==> config.mk <==
export PLATFORM = sky130hd
export DESIGN_NAME = itm_top
export DESIGN_NICKNAME = d
export VERILOG_FILES = /design/src/rtl/itm_pkg.sv /design/src/rtl/itm_timer.sv /design/src/rtl/itm_top.sv
export VERILOG_INCLUDE_DIRS = /design/src /design/src/rtl
export SDC_FILE = /design/constraint.sdc
export NUM_CORES = 1
export LEC_CHECK = 0
export BUFFER_PORTS_ARGS = -buffer_cell sky130_fd_sc_hd__buf_2
export CAP_MARGIN = 15
export CORE_AREA = 2 2 102 203
export DETAILED_ROUTE_END_ITERATION = 8
export DIE_AREA = 0 0 104 205
export GPL_ROUTABILITY_DRIVEN = 0
export SYNTH_ARGS = -nofsm -noshare
export SYNTH_HDL_FRONTEND = slang
export SYNTH_SLANG_ARGS = --single-unit
==> constraint.sdc <==
create_clock -name clk_sys -period 6.6 [get_ports clk_sys]
set_input_delay 1.32 -clock clk_sys [delete_from_list [all_inputs] [get_ports clk_sys]]
set_output_delay 1.32 -clock clk_sys [all_outputs]
set_load 0.1 [all_outputs]
==> src/rtl/itm_cfg.svh <==
// Purpose: offsets, field positions, reset values and counts of the strobe timer
// Assumes: byte addresses on a 32-bit Avalon-MM slave, one word per register
// Notes: definitions only
`ifndef ITM_CFG_SVH
`define ITM_CFG_SVH

// ************************************************************
// register byte offsets
// ************************************************************
`define ITM_OFS_MISC 8'h00
`define ITM_OFS_TIMING0 8'h04
`define ITM_OFS_CMD 8'h1C

// ************************************************************
// field positions
// ************************************************************
`define ITM_MISC_OVR_BIT 0
`define ITM_MISC_HOLD_LO 4
`define ITM_MISC_HOLD_HI 7
`define ITM_CMD_TYPE_LO 0
`define ITM_CMD_TYPE_HI 1
`define ITM_CMD_WR_BIT 2
`define ITM_CMD_ADDR_LO 4
`define ITM_CMD_ADDR_HI 6
`define ITM_CMD_DATA_LO 16
`define ITM_CMD_DATA_HI 31

// ************************************************************
// transfer type codes
// ************************************************************
`define ITM_TYPE_TASK 2'h0
`define ITM_TYPE_PIO 2'h1
`define ITM_TYPE_MDMA 2'h2

// ************************************************************
// reset values and fallback counts used while override is off
// ************************************************************
`define ITM_RST_COUNT 8'h00
`define ITM_RST_HOLD 4'h0
`define ITM_DFLT_COUNT 8'hFF
`define ITM_DFLT_HOLD 4'hF
`define ITM_NUM_TIMING 6

`endif

==> src/rtl/itm_pkg.sv <==
// Purpose: types shared by the strobe timer files
// Assumes: nothing beyond the cfg header
// Notes: constants live in itm_cfg.svh
package itm_pkg;

  // access sequencer states
  typedef enum logic [1:0] {ST_IDLE, ST_STROBE, ST_HOLD, ST_RECOVER} itm_state_t;

  // one timing count
  typedef logic [7:0] itm_count_t;

endpackage

==> src/rtl/itm_timer.sv <==
// Purpose: loadable down counter timing one phase of an access
// Assumes: load value N keeps expired low for N cycles, so a phase lasts N+1
// Notes: holds at zero until reloaded
`timescale 1ns/1ns
module itm_timer
  import itm_pkg::*;
(
  // clock and reset
  input wire logic clk_sys,
  input wire logic rst,
  // control
  input wire logic load,
  input wire itm_count_t load_val,
  // status
  output logic expired
);

  itm_count_t cnt_reg;
  itm_count_t cnt_next;

  // reload wins over the decrement
  assign cnt_next = load ? load_val : ((cnt_reg != 8'h00) ? (cnt_reg - 8'h01) : cnt_reg);
  assign expired = (cnt_reg == 8'h00);

  // count register
  always_ff @(posedge clk_sys or posedge rst)
  begin
    if (rst)
      cnt_reg <= 8'h00;
    else
      cnt_reg <= cnt_next;
  end

endmodule

==> src/rtl/itm_top.sv <==
// Purpose: strobe, hold and recovery timing for host-side ATA register, PIO and DMA cycles
// Assumes: 100 MHz clk_sys, software reaches registers over Avalon-MM
// Notes: one access per command write; no FIFO or DMA engine here
//
// The Avalon-MM register port and the placing of the registers were chosen for this implementation.
`timescale 1ns/1ns
`include "itm_cfg.svh"
module itm_top
  import itm_pkg::*;
(
  // clock and reset
  input wire logic clk_sys,
  input wire logic rst,
  // avalon-mm slave
  input wire logic [7:0] avs_address,
  input wire logic avs_read,
  input wire logic avs_write,
  input wire logic [31:0] avs_writedata,
  input wire logic [3:0] avs_byteenable,
  output logic [31:0] avs_readdata,
  output logic avs_waitrequest,
  // ata strobes and select
  output logic host_read_strobe_n,
  output logic host_write_strobe_n,
  output logic ata_dmack_n,
  output logic [2:0] ata_addr,
  // ata data bus, split three ways
  input wire logic [15:0] ata_data_in,
  output logic [15:0] ata_data_out,
  output logic ata_data_oe
);

  // ************************************************************
  // registers
  // ************************************************************
  logic wait_reg, ovr_reg, act_wr_reg;
  logic [31:0] rdata_reg;
  logic [3:0] hold_reg;
  itm_count_t timing_reg [0:`ITM_NUM_TIMING-1];
  itm_state_t state_reg, state_next;
  logic [1:0] act_type_reg;
  itm_count_t act_stb_reg, act_rcv_reg, act_hold_reg;
  logic [15:0] sync1_reg, sync2_reg, rd_data_reg, dout_reg;
  logic rd_n_reg, wr_n_reg, dmack_n_reg, oe_reg;
  logic [2:0] addr_reg;

  // ************************************************************
  // bus decode
  // ************************************************************
  wire req = avs_read | avs_write;
  wire done = req & ~wait_reg;
  wire [5:0] word = avs_address[7:2];
  wire hit_misc = (avs_address == `ITM_OFS_MISC);
  wire hit_cmd = (avs_address == `ITM_OFS_CMD);
  wire [5:0] tim_idx = word - 6'h01;
  wire hit_tim = (word >= 6'h01) && (word <= 6'h06) && (avs_address[1:0] == 2'h0);
  wire busy = (state_reg != ST_IDLE);
  // a command write stalls until the sequencer is idle: back-pressure to software
  wire stall = avs_write & hit_cmd & busy;
  wire wr_done = done & avs_write;
  wire go = wr_done & hit_cmd;
  wire [1:0] cmd_type = avs_writedata[`ITM_CMD_TYPE_HI:`ITM_CMD_TYPE_LO];
  wire cmd_wr = avs_writedata[`ITM_CMD_WR_BIT];
  // read data selection, unmapped reads give zero
  wire [31:0] rd_misc = {24'h000000, hold_reg, 3'h0, ovr_reg};
  wire [31:0] rd_tim = {24'h000000, timing_reg[tim_idx[2:0]]};
  wire [31:0] rd_stat = {rd_data_reg, 15'h0000, busy};
  wire [31:0] rd_mux = hit_misc ? rd_misc : (hit_tim ? rd_tim : (hit_cmd ? rd_stat : 32'h00000000));
  // bus handshake: waitrequest drops for one cycle, one cycle after the request or after a stalled command write finds the sequencer idle
  always_ff @(posedge clk_sys or posedge rst)
  begin
    if (rst)
    begin
      wait_reg <= 1'b1;
      rdata_reg <= 32'h00000000;
    end
    else
    begin
      wait_reg <= ~(req & wait_reg & ~stall);
      rdata_reg <= rd_mux;
    end
  end
  assign avs_waitrequest = wait_reg;
  assign avs_readdata = rdata_reg;
  // misc control: override enable and shared write hold, both clear at reset
  always_ff @(posedge clk_sys or posedge rst)
  begin
    if (rst)
    begin
      ovr_reg <= 1'b0;
      hold_reg <= `ITM_RST_HOLD;
    end
    else if (wr_done && hit_misc && avs_byteenable[0])
    begin
      ovr_reg <= avs_writedata[`ITM_MISC_OVR_BIT];
      hold_reg <= avs_writedata[`ITM_MISC_HOLD_HI:`ITM_MISC_HOLD_LO];
    end
  end
  // six timing counts: strobe then recovery for task, pio, mdma
  genvar gi;
  generate
    for (gi = 0; gi < `ITM_NUM_TIMING; gi = gi + 1)
    begin : g_tim
      always_ff @(posedge clk_sys or posedge rst)
      begin
        if (rst)
          timing_reg[gi] <= `ITM_RST_COUNT;
        else if (wr_done && hit_tim && avs_byteenable[0] && (tim_idx == 6'(gi)))
          timing_reg[gi] <= avs_writedata[7:0];
      end
    end
  endgenerate

  // ************************************************************
  // count selection
  // ************************************************************
  // unknown type code 3 runs with task file timing
  wire [2:0] base = (cmd_type == `ITM_TYPE_MDMA) ? 3'h4 : ((cmd_type == `ITM_TYPE_PIO) ? 3'h2 : 3'h0);
  // fallback counts are the slowest possible, safe but far from full speed
  wire [7:0] sel_stb = ovr_reg ? timing_reg[base] : `ITM_DFLT_COUNT;
  wire [7:0] sel_rcv = ovr_reg ? timing_reg[base + 3'h1] : `ITM_DFLT_COUNT;
  wire [7:0] sel_hold = {4'h0, (ovr_reg ? hold_reg : `ITM_DFLT_HOLD)};

  // ************************************************************
  // access sequencer
  // ************************************************************
  logic t_load, t_exp;
  itm_count_t t_val;
  itm_timer u_timer
  (
    .clk_sys(clk_sys),
    .rst(rst),
    .load(t_load),
    .load_val(t_val),
    .expired(t_exp)
  );
  // each phase loads value N and lasts N+1 cycles
  always_comb
  begin
    state_next = state_reg;
    t_load = 1'b0;
    t_val = 8'h00;
    case (state_reg)
      ST_IDLE:
        if (go)
        begin
          state_next = ST_STROBE;
          t_load = 1'b1;
          t_val = sel_stb;
        end
      ST_STROBE:
        if (t_exp)
        begin
          t_load = 1'b1;
          if (act_wr_reg)
          begin
            state_next = ST_HOLD;
            t_val = act_hold_reg;
          end
          else
          begin
            state_next = ST_RECOVER;
            t_val = act_rcv_reg;
          end
        end
      ST_HOLD:
        if (t_exp)
        begin
          state_next = ST_RECOVER;
          t_load = 1'b1;
          t_val = act_rcv_reg;
        end
      ST_RECOVER:
        if (t_exp)
          state_next = ST_IDLE;
      default:
        state_next = ST_IDLE;
    endcase
  end
  // state and per-access snapshot; reprogramming mid-access cannot tear a cycle
  always_ff @(posedge clk_sys or posedge rst)
  begin
    if (rst)
    begin
      state_reg <= ST_IDLE;
      act_type_reg <= `ITM_TYPE_TASK;
      act_wr_reg <= 1'b0;
      act_stb_reg <= `ITM_RST_COUNT;
      act_rcv_reg <= `ITM_RST_COUNT;
      act_hold_reg <= `ITM_RST_COUNT;
    end
    else
    begin
      state_reg <= state_next;
      if (go)
      begin
        act_type_reg <= cmd_type;
        act_wr_reg <= cmd_wr;
        act_stb_reg <= sel_stb;
        act_rcv_reg <= sel_rcv;
        act_hold_reg <= sel_hold;
      end
    end
  end

  // ************************************************************
  // pin side
  // ************************************************************
  wire wr_next = go ? cmd_wr : act_wr_reg;
  wire [1:0] type_next = go ? cmd_type : act_type_reg;
  wire stb_next = (state_next == ST_STROBE);
  wire drive_next = ((state_next == ST_STROBE) || (state_next == ST_HOLD)) && wr_next;
  // read data taken on the last strobe cycle, two cycles stale through the synchroniser
  wire capture = (state_reg == ST_STROBE) && t_exp && !act_wr_reg;
  // data input synchroniser
  always_ff @(posedge clk_sys or posedge rst)
  begin
    if (rst)
    begin
      sync1_reg <= 16'h0000;
      sync2_reg <= 16'h0000;
      rd_data_reg <= 16'h0000;
    end
    else
    begin
      sync1_reg <= ata_data_in;
      sync2_reg <= sync1_reg;
      if (capture)
        rd_data_reg <= sync2_reg;
    end
  end
  // strobes, dmack and data enable registered from the next state; address and data word loaded from the command at go
  always_ff @(posedge clk_sys or posedge rst)
  begin
    if (rst)
    begin
      rd_n_reg <= 1'b1;
      wr_n_reg <= 1'b1;
      dmack_n_reg <= 1'b1;
      addr_reg <= 3'h0;
      dout_reg <= 16'h0000;
      oe_reg <= 1'b0;
    end
    else
    begin
      rd_n_reg <= ~(stb_next & ~wr_next);
      wr_n_reg <= ~(stb_next & wr_next);
      dmack_n_reg <= ~((state_next != ST_IDLE) && (type_next == `ITM_TYPE_MDMA));
      oe_reg <= drive_next;
      if (go)
      begin
        addr_reg <= avs_writedata[`ITM_CMD_ADDR_HI:`ITM_CMD_ADDR_LO];
        dout_reg <= avs_writedata[`ITM_CMD_DATA_HI:`ITM_CMD_DATA_LO];
      end
    end
  end
  assign host_read_strobe_n = rd_n_reg;
  assign host_write_strobe_n = wr_n_reg;
  assign ata_dmack_n = dmack_n_reg;
  assign ata_addr = addr_reg;
  assign ata_data_out = dout_reg;
  assign ata_data_oe = oe_reg;

  // ************************************************************
  // checks
  // ************************************************************
  wire strobe_on = ~rd_n_reg | ~wr_n_reg;
  wire in_rcv = (state_reg == ST_RECOVER);
  wire hold_on = oe_reg & ~strobe_on;
  logic [8:0] on_cnt, rcv_cnt, hold_cnt;
  wire [8:0] exp_stb = {1'b0, act_stb_reg} + 9'h001;
  wire [8:0] exp_rcv = {1'b0, act_rcv_reg} + 9'h001;
  wire [8:0] exp_hold = {1'b0, act_hold_reg} + 9'h001;
  // cycle counters read only by the assertions
  always_ff @(posedge clk_sys or posedge rst)
  begin
    if (rst)
    begin
      on_cnt <= 9'h000;
      rcv_cnt <= 9'h000;
      hold_cnt <= 9'h000;
    end
    else
    begin
      on_cnt <= strobe_on ? on_cnt + 9'h001 : 9'h000;
      rcv_cnt <= in_rcv ? rcv_cnt + 9'h001 : 9'h000;
      hold_cnt <= hold_on ? hold_cnt + 9'h001 : 9'h000;
    end
  end
endmodule

==> metrics.txt, run 1 <==
outcome=finished clean; share of the synthesized area in the top cell type=0.543; clock sink total=between 150 and 200; commonest cells in the netlist=dfrtp_1, nand2_1, mux2_2; root buf cell=clkbuf_16; count of different cell masters after synthesis=between 50 and 60; P_leak=between 4 and 5 nW; first-pass GRT wire length=a little under 30 mm; Hold Fails Final Rpt=0; startpoint type of the worst setup path=input port; VDD IR max=around 0.21 mV; Total Wirelength=~18 mm; Hold WS=approximately 350 ps; Inserted Clock Buffers=17; hold path start=sync1_reg[4]; vias=roughly 5400; max FFs per register=48; Max Slew Vio Count=0; post-DR vias/cell=roughly 5.2; worst slew pin tran=about 1100 ps; Rows=73; sequential share of the synthesized area=0.556; R2R Path Start=u_timer.cnt_reg[0]; clk_skew=about 9.8 ps; P&R area growth vs syn=17.3%; RSZ-0062 raised after global routing=no; kind of critical path=in -> reg; Fillers=~1900; Sw Pwr=0.732 mW; CTS tree=built; mapped cell area=7840 um^2; # DRC=0; Async S/R FF share, synth=1.00; CP Buf/Inv Count=3; Nets=~840; crit share post-route=0.556; endpoint class of the critical path=flop; slowest stage cell, crit path=a2111oi_4; Antenna diodes=0; total gr overflow=0; maximum clock rate=272 MHz; Worst path top cell family by delay=buffers and inverters; H-tree lvl count=4; Die Footprint=about 21000 um^2; combinational power share=0.155; Pre-Repair DR Iteration Count=5; PD cells=around 280 nW/um^2; Core Box Area=around 20000 um^2; setup tns final=0 ps; count leader, synth=dfrtp_1; CP max stage delay=roughly 590 ps; Critical Path, Cell by Cell=buf_2, inv_1, ha_1, inv_1, nor3_1, a2111oi_4, nand3_2, mux2_2; Compound-Gate Fraction of Synth Area=0.0863; Multi-input gate area=roughly 3300 um^2; Worst Hold End=sync2_reg[4]; Max-slew headroom=0.271; Main synth FF type=dfrtp_1; reg2reg path depth=6; clock latency on the worst-skew pair=between 400 and 500 ps; width of the chip=104 um; R2R Setup Slk=around 3500 ps; Synth Area in XOR/XNOR=0.00670; internal cell power=approximately 1.9 mW; sequential cell area=about 4400 um^2; vias in the first global route=around 5700; Max Cap Viol=0; Synth warnings=0; reg-to-reg endpoint=rd_data_reg[15]; Area contributors post-synth=dfrtp_1, mux2_2, nand2_1; Gate Count Post-Synth=670; number of stages on the worst setup path=8; min cycle time layout=3670 ps; remaining antenna violation count=0; GRT Total Usage=0.177; Post-CTS Setup Inserts=0; largest family of logic cells by synthesized area=multiplexers; layout cells sized above 1=0.311; Yosys reg bits=174; CP Max Fanout=21; # setup viols final=0; worst-case clock buffer depth=2; Die Height=between 200 and 250 um; DP HPWL=around 13 mm; Tot Pwr=between 2 and 3 mW; CP arrival=3980 ps; detailed router's first-iteration violation count=roughly 230; worst hold path class=reg -> reg; Worst Path Required=6910 ps; clock share of power=0.390; I/O pin count=120; drt wl/cell=between 15 and 20 um; Placement Setup Slack=2460 ps; WHS Path Cells=0; most used cell, CP=inv_1; syn_area_per_cell=about 12 um^2; largest net degree at the start of global routing=66; final worst slack=roughly 3000 ps; cell taking the most area after synthesis=dfrtp_1; EDFF count, synth=0; multiplexer area fraction after synthesis=0.165; initial antenna violation count=0; initial core utilization=0.397; Post-Synth Adder-Cell Area=0.0239; Flop pwr share=0.454; simple-gate share of the synthesized area=0.132; sw frac=0.281; Reg clk slew, reported paths=approximately 60 ps; Hold Buf Count CTS=0; CTS resizes=0; Port Buf Inserts=100
-- power groups by stage --
stage	clock, mW	sequential [mW]	combinational (mW)
floorplan	0	1.23	0.265
global placement	0	1.20	0.390
detailed placement	0	1.20	0.404
CTS	1.05	1.18	0.406
finish	1.02	1.18	0.404
global route	1.09	1.19	0.443
-- layer usage --
metal	track usage	wire length, um	up-vias
met5	0	0	-
met4	0.0927	734	0
met3	0.0420	639	48
met2	0.341	10300	136
met1	0.171	6340	2658
li1	-	-	2517
-- final cells by class --
cell class | count | area share
inverters | 16 | 0.00708
multi-input cells | 449 | 0.358
clock inverters | 12 | 0.0174
well taps | 262 | 0.0357
clock buffers | 20 | 0.0475
flip-flops and latches | 174 | 0.474
repair buffers | 107 | 0.0602
-- metrics by stage --
stage,instances,util,area [um^2]
finish,1040,0.466,9190
global route,1040,0.466,9190
CTS,1040,0.466,9190
detailed placement,1008,0.436,8600
global placement,1008,0.436,8600
floorplan,677,-,7870
-- how the worst max path moves through the flow --
stage | slack (ps) | from | endpoint
2_1_floorplan | 570 | rst | act_hold_reg[0]
3_3_place_gp | 2530 | avs_address[2] | timing_reg[12]
3_5_place_dp | 2460 | avs_address[2] | timing_reg[7]
4_1_cts | 2920 | avs_address[2] | timing_reg[3]
5_1_grt | 2740 | avs_address[2] | timing_reg[12]
6_report | 2930 | avs_address[2] | timing_reg[12]
-- placed cells by master, fill, tap and decap left out, drive strengths merged, types with 15 or more instances in the layout --
master and instances:
buf 107, ha 15, clkbuf 20, inv 19
nor2b 18, mux2 75, and2 18, a21oi 34
nor2 44, mux2i 27, nand2 80, dfrtp 170
-- cells by family after synthesis --
group / after synthesis
AO/OA/AOI/OAI: 102
AND/OR/NAND/NOR: 208
adder cells (fa/ha/maj): 15
XOR/XNOR: 6
multiplexers: 110
buffers and inverters: 54
other: 1
flip-flops: 174
Power figures use the tool's default switching activity.
==> run 2: changes to the inputs <==
Clock period 6.6 ns to 3.85 ns, I/O delays scaled along.
==> metrics.txt, run 2 (synthesis gave the netlist of run 1 again) <==
non-filler cells, final=1048; most common cell after layout, fill and taps aside=dfrtp_1; width of the chip=between 100 and 150 um; min cycle time layout=2810 ps; H-tree lvl count=4; PD cells=491 nW/um^2; worst slew pin tran=approximately 830 ps; most frequent cells in the layout=dfrtp_1, buf_2, nand2_1; I/O pin count=120; initial antenna violation count=0; R2R Path Start=u_timer.cnt_reg[2]; initial core utilization=0.397; post-DR vias/cell=~5.1; final worst slack=approximately 1000 ps; Post-CTS Setup Inserts=0; worst-case clock buffer depth=2; maximum clock rate=about 360 MHz; Core Util, Final=0.472; Critical Path, Cell by Cell=buf_2, buf_4, or2_1, or3b_2, o22ai_1, nand3_2, mux2_2; CP Buf/Inv Count=2; Max Cap Viol=0; # setup viols final=0; Worst Path Required=roughly 4200 ps; Port Buf Inserts=100; slowest stage cell, crit path=or3b_2; Pre-Repair DR Iteration Count=4; setup tns final=0 ps; Placement Setup Slack=between 600 and 700 ps; CP Max Fanout=20; hold path start=sync1_reg[1]; largest net degree at the start of global routing=68; CTS resizes=0; Max Slew Vio Count=0; drt wl/cell=between 15 and 20 um; CTS tree=built; WHS Path Cells=0; P_leak=4.61 nW; clock latency on the worst-skew pair=between 400 and 500 ps; Total Wirelength=roughly 18 mm; remaining antenna violation count=0; Core Box Area=a little under 20000 um^2; Antenna diodes=0; Critical path origin=avs_address[2]; first-pass GRT wire length=between 20 and 30 mm; crit share post-route=0.731; Die Footprint=~21000 um^2; Hold Buf Count CTS=0; reg-to-reg endpoint=ata_data_oe; RSZ-0062 raised after global routing=no; kind of critical path=in -> reg; CP max stage delay=470 ps; Worst path top cell family by delay=simple AND/OR/NAND/NOR gates; P&R area growth vs syn=18.8%; clk_skew=approximately 7 ps; Hold WS=about 350 ps; vias in the first global route=5729; Reg clk slew, reported paths=60 ps; layout cells sized above 1=0.321; Worst Hold End=sync2_reg[1]; worst hold path class=reg -> reg; post-route design area=between 9000 and 10000 um^2; Inserted Clock Buffers=17; Placed Cells=1016; CP arrival=between 3000 and 4000 ps; Die Height=around 200 um; # DRC=0; GRT Total Usage=0.176; vias=5328; root buf cell=clkbuf_16; Tot Pwr=approximately 4.6 mW; Hold Fails Final Rpt=0; detailed router's first-iteration violation count=220; VDD IR max=between 0.3 and 0.4 mV; DP Area=just under 9000 um^2; max FFs per register=48; Nets=between 800 and 900; total gr overflow=0; reg2reg path depth=7; Max-slew headroom=0.449; clock sink total=between 150 and 200; endpoint class of the critical path=flop; startpoint type of the worst setup path=input port; DP HPWL=13.4 mm; R2R Setup Slk=1250 ps; Rows=73; outcome=finished clean
[run 2: cell types whose count changed in the layout (fill, tap and decap cells not counted), sizes merged]
| cell | delta |
|---|---|
| inv | +2 |
| bufinv | +1 |
| clkbuf | -1 |
| clkinvlp | -2 |
| buf | +8 |
[run 2: layout make-up]
class                      count  area, um^2
clock buffer                  19         443
inverter                      16        63.8
fill                        1857       10400
timing repair buffer         115         638
sequential                   174        4360
multi-input combinational    449        3280
clock inverter                13         203
tap                          262         328
[run 2: how the worst max path moves through the flow]
stage	end	slack (ps)	depth (start not counted)
final	timing_reg[34]	1040	7
after global routing	timing_reg[39]	920	7
after CTS	timing_reg[34]	1060	7
after detailed placement	timing_reg[34]	600	7
after global placement	timing_reg[45]	670	7
after floorplan	timing_reg[0]	480	10
[run 2: per-layer routing]
metal  track usage  wire length, um  vias up
met4         0.106              820        0
met5             0                0        -
li1              -                -     2531
met2         0.337            10300      112
met1         0.174             6500     2644
met3        0.0290              428       41
[run 2: worst register-to-register path: stages (launching register included)]
cell,delay (ps)
dfrtp_1,430
or4_1,630
nand2b_1,370
a211o_1,360
o21ai_0,150
o22a_1,240
ha_1,250
nor2_1,110
[run 2: where the power goes]
| part | switching, mW | leakage (nW) | total, mW | internal (mW) |
|---|---|---|---|---|
| sequential | 0.0887 | 2.32 | 2.02 | 1.94 |
| clock | 0.734 | 0.318 | 1.86 | 1.12 |
| combinational | 0.445 | 1.97 | 0.694 | 0.249 |
| total | 1.27 | 4.61 | 4.58 | 3.31 |
==> run 3: changes to the inputs <==
Settings changed: ABC_AREA from default to 1, CORE_AREA 2 2 102 203 to 2 2 104 206, DIE_AREA 0 0 104 205 to 0 0 106 208.
Clock period 3.85 ns to 2.6 ns, I/O delays scaled along.
==> metrics.txt, run 3 <==
layout cells sized above 1=0.208; Worst path top cell family by delay=buffers and inverters; Pre-Repair DR Iteration Count=4; maximum clock rate=between 400 and 500 MHz; Fillers=about 2100; met3 global-route usage=0.0345; Async S/R FF share, synth=1.00; PD cells=653 nW/um^2; min cycle time layout=around 2200 ps; Inserted Clock Buffers=17; Worst Path Required=roughly 3000 ps; non-filler cells, final=around 1300; Rows=74; # setup viols final=0; Gate Count Post-Synth=slightly above 900; initial antenna violation count=1; Max Cap Viol=0; most common cell after layout, fill and taps aside=nand2_1; EDFF count, synth=0; vias=6326; slowest stage cell, crit path=dfrtp_1; CP Max Fanout=10; worst-case clock buffer depth=2; Post-CTS Setup Inserts=0; CP endpoint=ata_dmack_n; P&R area growth vs syn=18.6%; # DRC=0; initial core utilization=0.394; Placement Setup Slack=approximately 170 ps; worst slew pin tran=slightly below 800 ps; width of the chip=approximately 110 um; count of different cell masters after synthesis=38; vias in the first global route=between 6000 and 7000; Hold Buf Count CTS=0; syn_area_per_cell=about 8.8 um^2; Area contributors post-synth=dfrtp_1, nand2_1, nand3_1; post-DR vias/cell=around 4.8; Die Height=208 um; Placed Cells=about 1300; crit share post-route=0.851; Die Footprint=roughly 22000 um^2; Synth warnings=0; CTS tree=built; clk_skew=~13 ps; endpoint class of the critical path=flop; reg-to-reg endpoint=ata_dmack_n; mapped cell area=roughly 8000 um^2; Reg clk slew, reported paths=70 ps; Yosys reg bits=between 150 and 200; Total Wirelength=between 20 and 25 mm; R2R Path Start=u_timer.cnt_reg[0]; Sw Pwr=about 1.8 mW; commonest cells in the netlist=nand2_1, dfrtp_1, nand3_1; Critical Path, Cell by Cell=inv_1, ha_1, nand2_1, nor2_2, clkinv_1, o21ai_1, nand3_1, o21ai_1, inv_1, ha_1, nor2_1, nand2_1; GRT Total Usage=0.200; CP Buf/Inv Count=3; detailed router's first-iteration violation count=~320; worst hold path class=in -> async; internal cell power=between 4 and 5 mW; CTS resizes=0; RSZ-0062 raised after global routing=no; I/O pin count=between 100 and 150; CP arrival=2570 ps; R2R Setup Slk=a little under 400 ps; drt wl/cell=15.8 um; sw frac=0.292; clock share of power=0.400; Multi-input gate area=approximately 3200 um^2; Main synth FF type=dfrtp_1; root buf cell=clkbuf_16; startpoint type of the worst setup path=flop; met1 Use GR=0.195; combinational power share=0.132; H-tree lvl count=4; max FFs per register=48; CP max stage delay=between 300 and 400 ps; Max Slew Vio Count=0; first-pass GRT wire length=roughly 34 mm; P_leak=roughly 5.0 nW; Core Box Area=approximately 20000 um^2; outcome=finished clean; DP HPWL=roughly 16 mm; Port Buf Inserts=100; clock sink total=between 150 and 200; number of stages on the worst setup path=12; count leader, synth=nand2_1; VDD IR max=~0.47 mV; Most Crowded Layer GR=met2; remaining antenna violation count=0; Flop pwr share=0.468; clock latency on the worst-skew pair=450 ps; Max-slew headroom=0.471; Nets=between 1000 and 1500; reg2reg path depth=12; share of the synthesized area in the top cell type=0.528; GR Util met2=0.391; most frequent cells in the layout=nand2_1, dfrtp_1, buf_2; kind of critical path=reg -> reg; Critical path origin=u_timer.cnt_reg[0]; cell taking the most area after synthesis=dfrtp_1; final worst slack=387 ps; sequential cell area=approximately 4400 um^2; total gr overflow=0; sequential share of the synthesized area=0.541; Hold Fails Final Rpt=0; largest net degree at the start of global routing=74
run 3: metal layers:
metal,vias to the layer above,share of wire
met5,-,0
li1,3172,-
met3,39,0.021
met4,0,0.039
met1,3017,0.35
met2,98,0.59
run 3: layout make-up:
cell class | count | share of cell area
Inverter | 70 | 0.0279
Timing Repair Buffer | 130 | 0.0812
Multi-Input combinational cell | 642 | 0.339
Tap cell | 266 | 0.0348
Clock inverter | 13 | 0.0130
Antenna cell | 1 | 0.000262
Clock buffer | 19 | 0.0474
Sequential cell | 174 | 0.456
run 3: worst min path at each step:
| stage | from | endpoint | slack, ps | depth (start not counted) |
|---|---|---|---|---|
| floorplan | sync1_reg[0] | sync2_reg[0] | 330 | 0 |
| global placement | sync1_reg[3] | sync2_reg[3] | 330 | 0 |
| finish | rst | avs_readdata[3] | 130 | 2 |
| detailed placement | sync1_reg[8] | sync2_reg[8] | 330 | 0 |
| global route | rst | avs_readdata[3] | 160 | 2 |
| CTS | rst | avs_readdata[2] | 130 | 2 |
run 3: logic make-up after synthesis:
family,count (synthesis),share of synthesized area
buffers and inverters,108,0.0600
XOR/XNOR,7,0.00761
AND/OR/NAND/NOR,491,0.270
other,1,0.000466
flip-flops,174,0.541
adder cells (fa/ha/maj),15,0.0233
AO/OA/AOI/OAI,103,0.0729
multiplexers,18,0.0249
run 3: through the flow:
step / utilization / hold WS [ps] / TNS (ps) / cell area [um^2] / total power [mW]
2_1_floorplan: - / 331 / -24040 / 8080 / 3.58
3_3_place_gp: 0.438 / 331 / 0 / 8970 / 3.79
3_5_place_dp: 0.438 / 335 / 0 / 8970 / 3.80
4_1_cts: 0.467 / 127 / 0 / 9550 / 6.30
5_1_grt: 0.467 / 155 / 0 / 9550 / 6.50
6_report: 0.467 / 129 / 0 / 9550 / 6.24
run 3: worst reg2reg max path, stage by stage (launching register included):
cell and delay, ps:
dfrtp_1 380, inv_1 170, ha_1 190, nand2_1 60, nor2_2 130, clkinv_1 280
o21ai_1 230, nand3_1 90, o21ai_1 150, inv_1 70, ha_1 200, nor2_1 100
nand2_1 80
run 3: power groups by stage:
| stage | clock, mW | sequential (mW) | combinational [mW] |
|---|---|---|---|
| after floorplan | 0 | 3.04 | 0.539 |
| after global placement | 0 | 2.97 | 0.818 |
| after detailed placement | 0 | 2.97 | 0.829 |
| after CTS | 2.54 | 2.92 | 0.835 |
| after global routing | 2.65 | 2.93 | 0.923 |
| final | 2.49 | 2.92 | 0.825 |
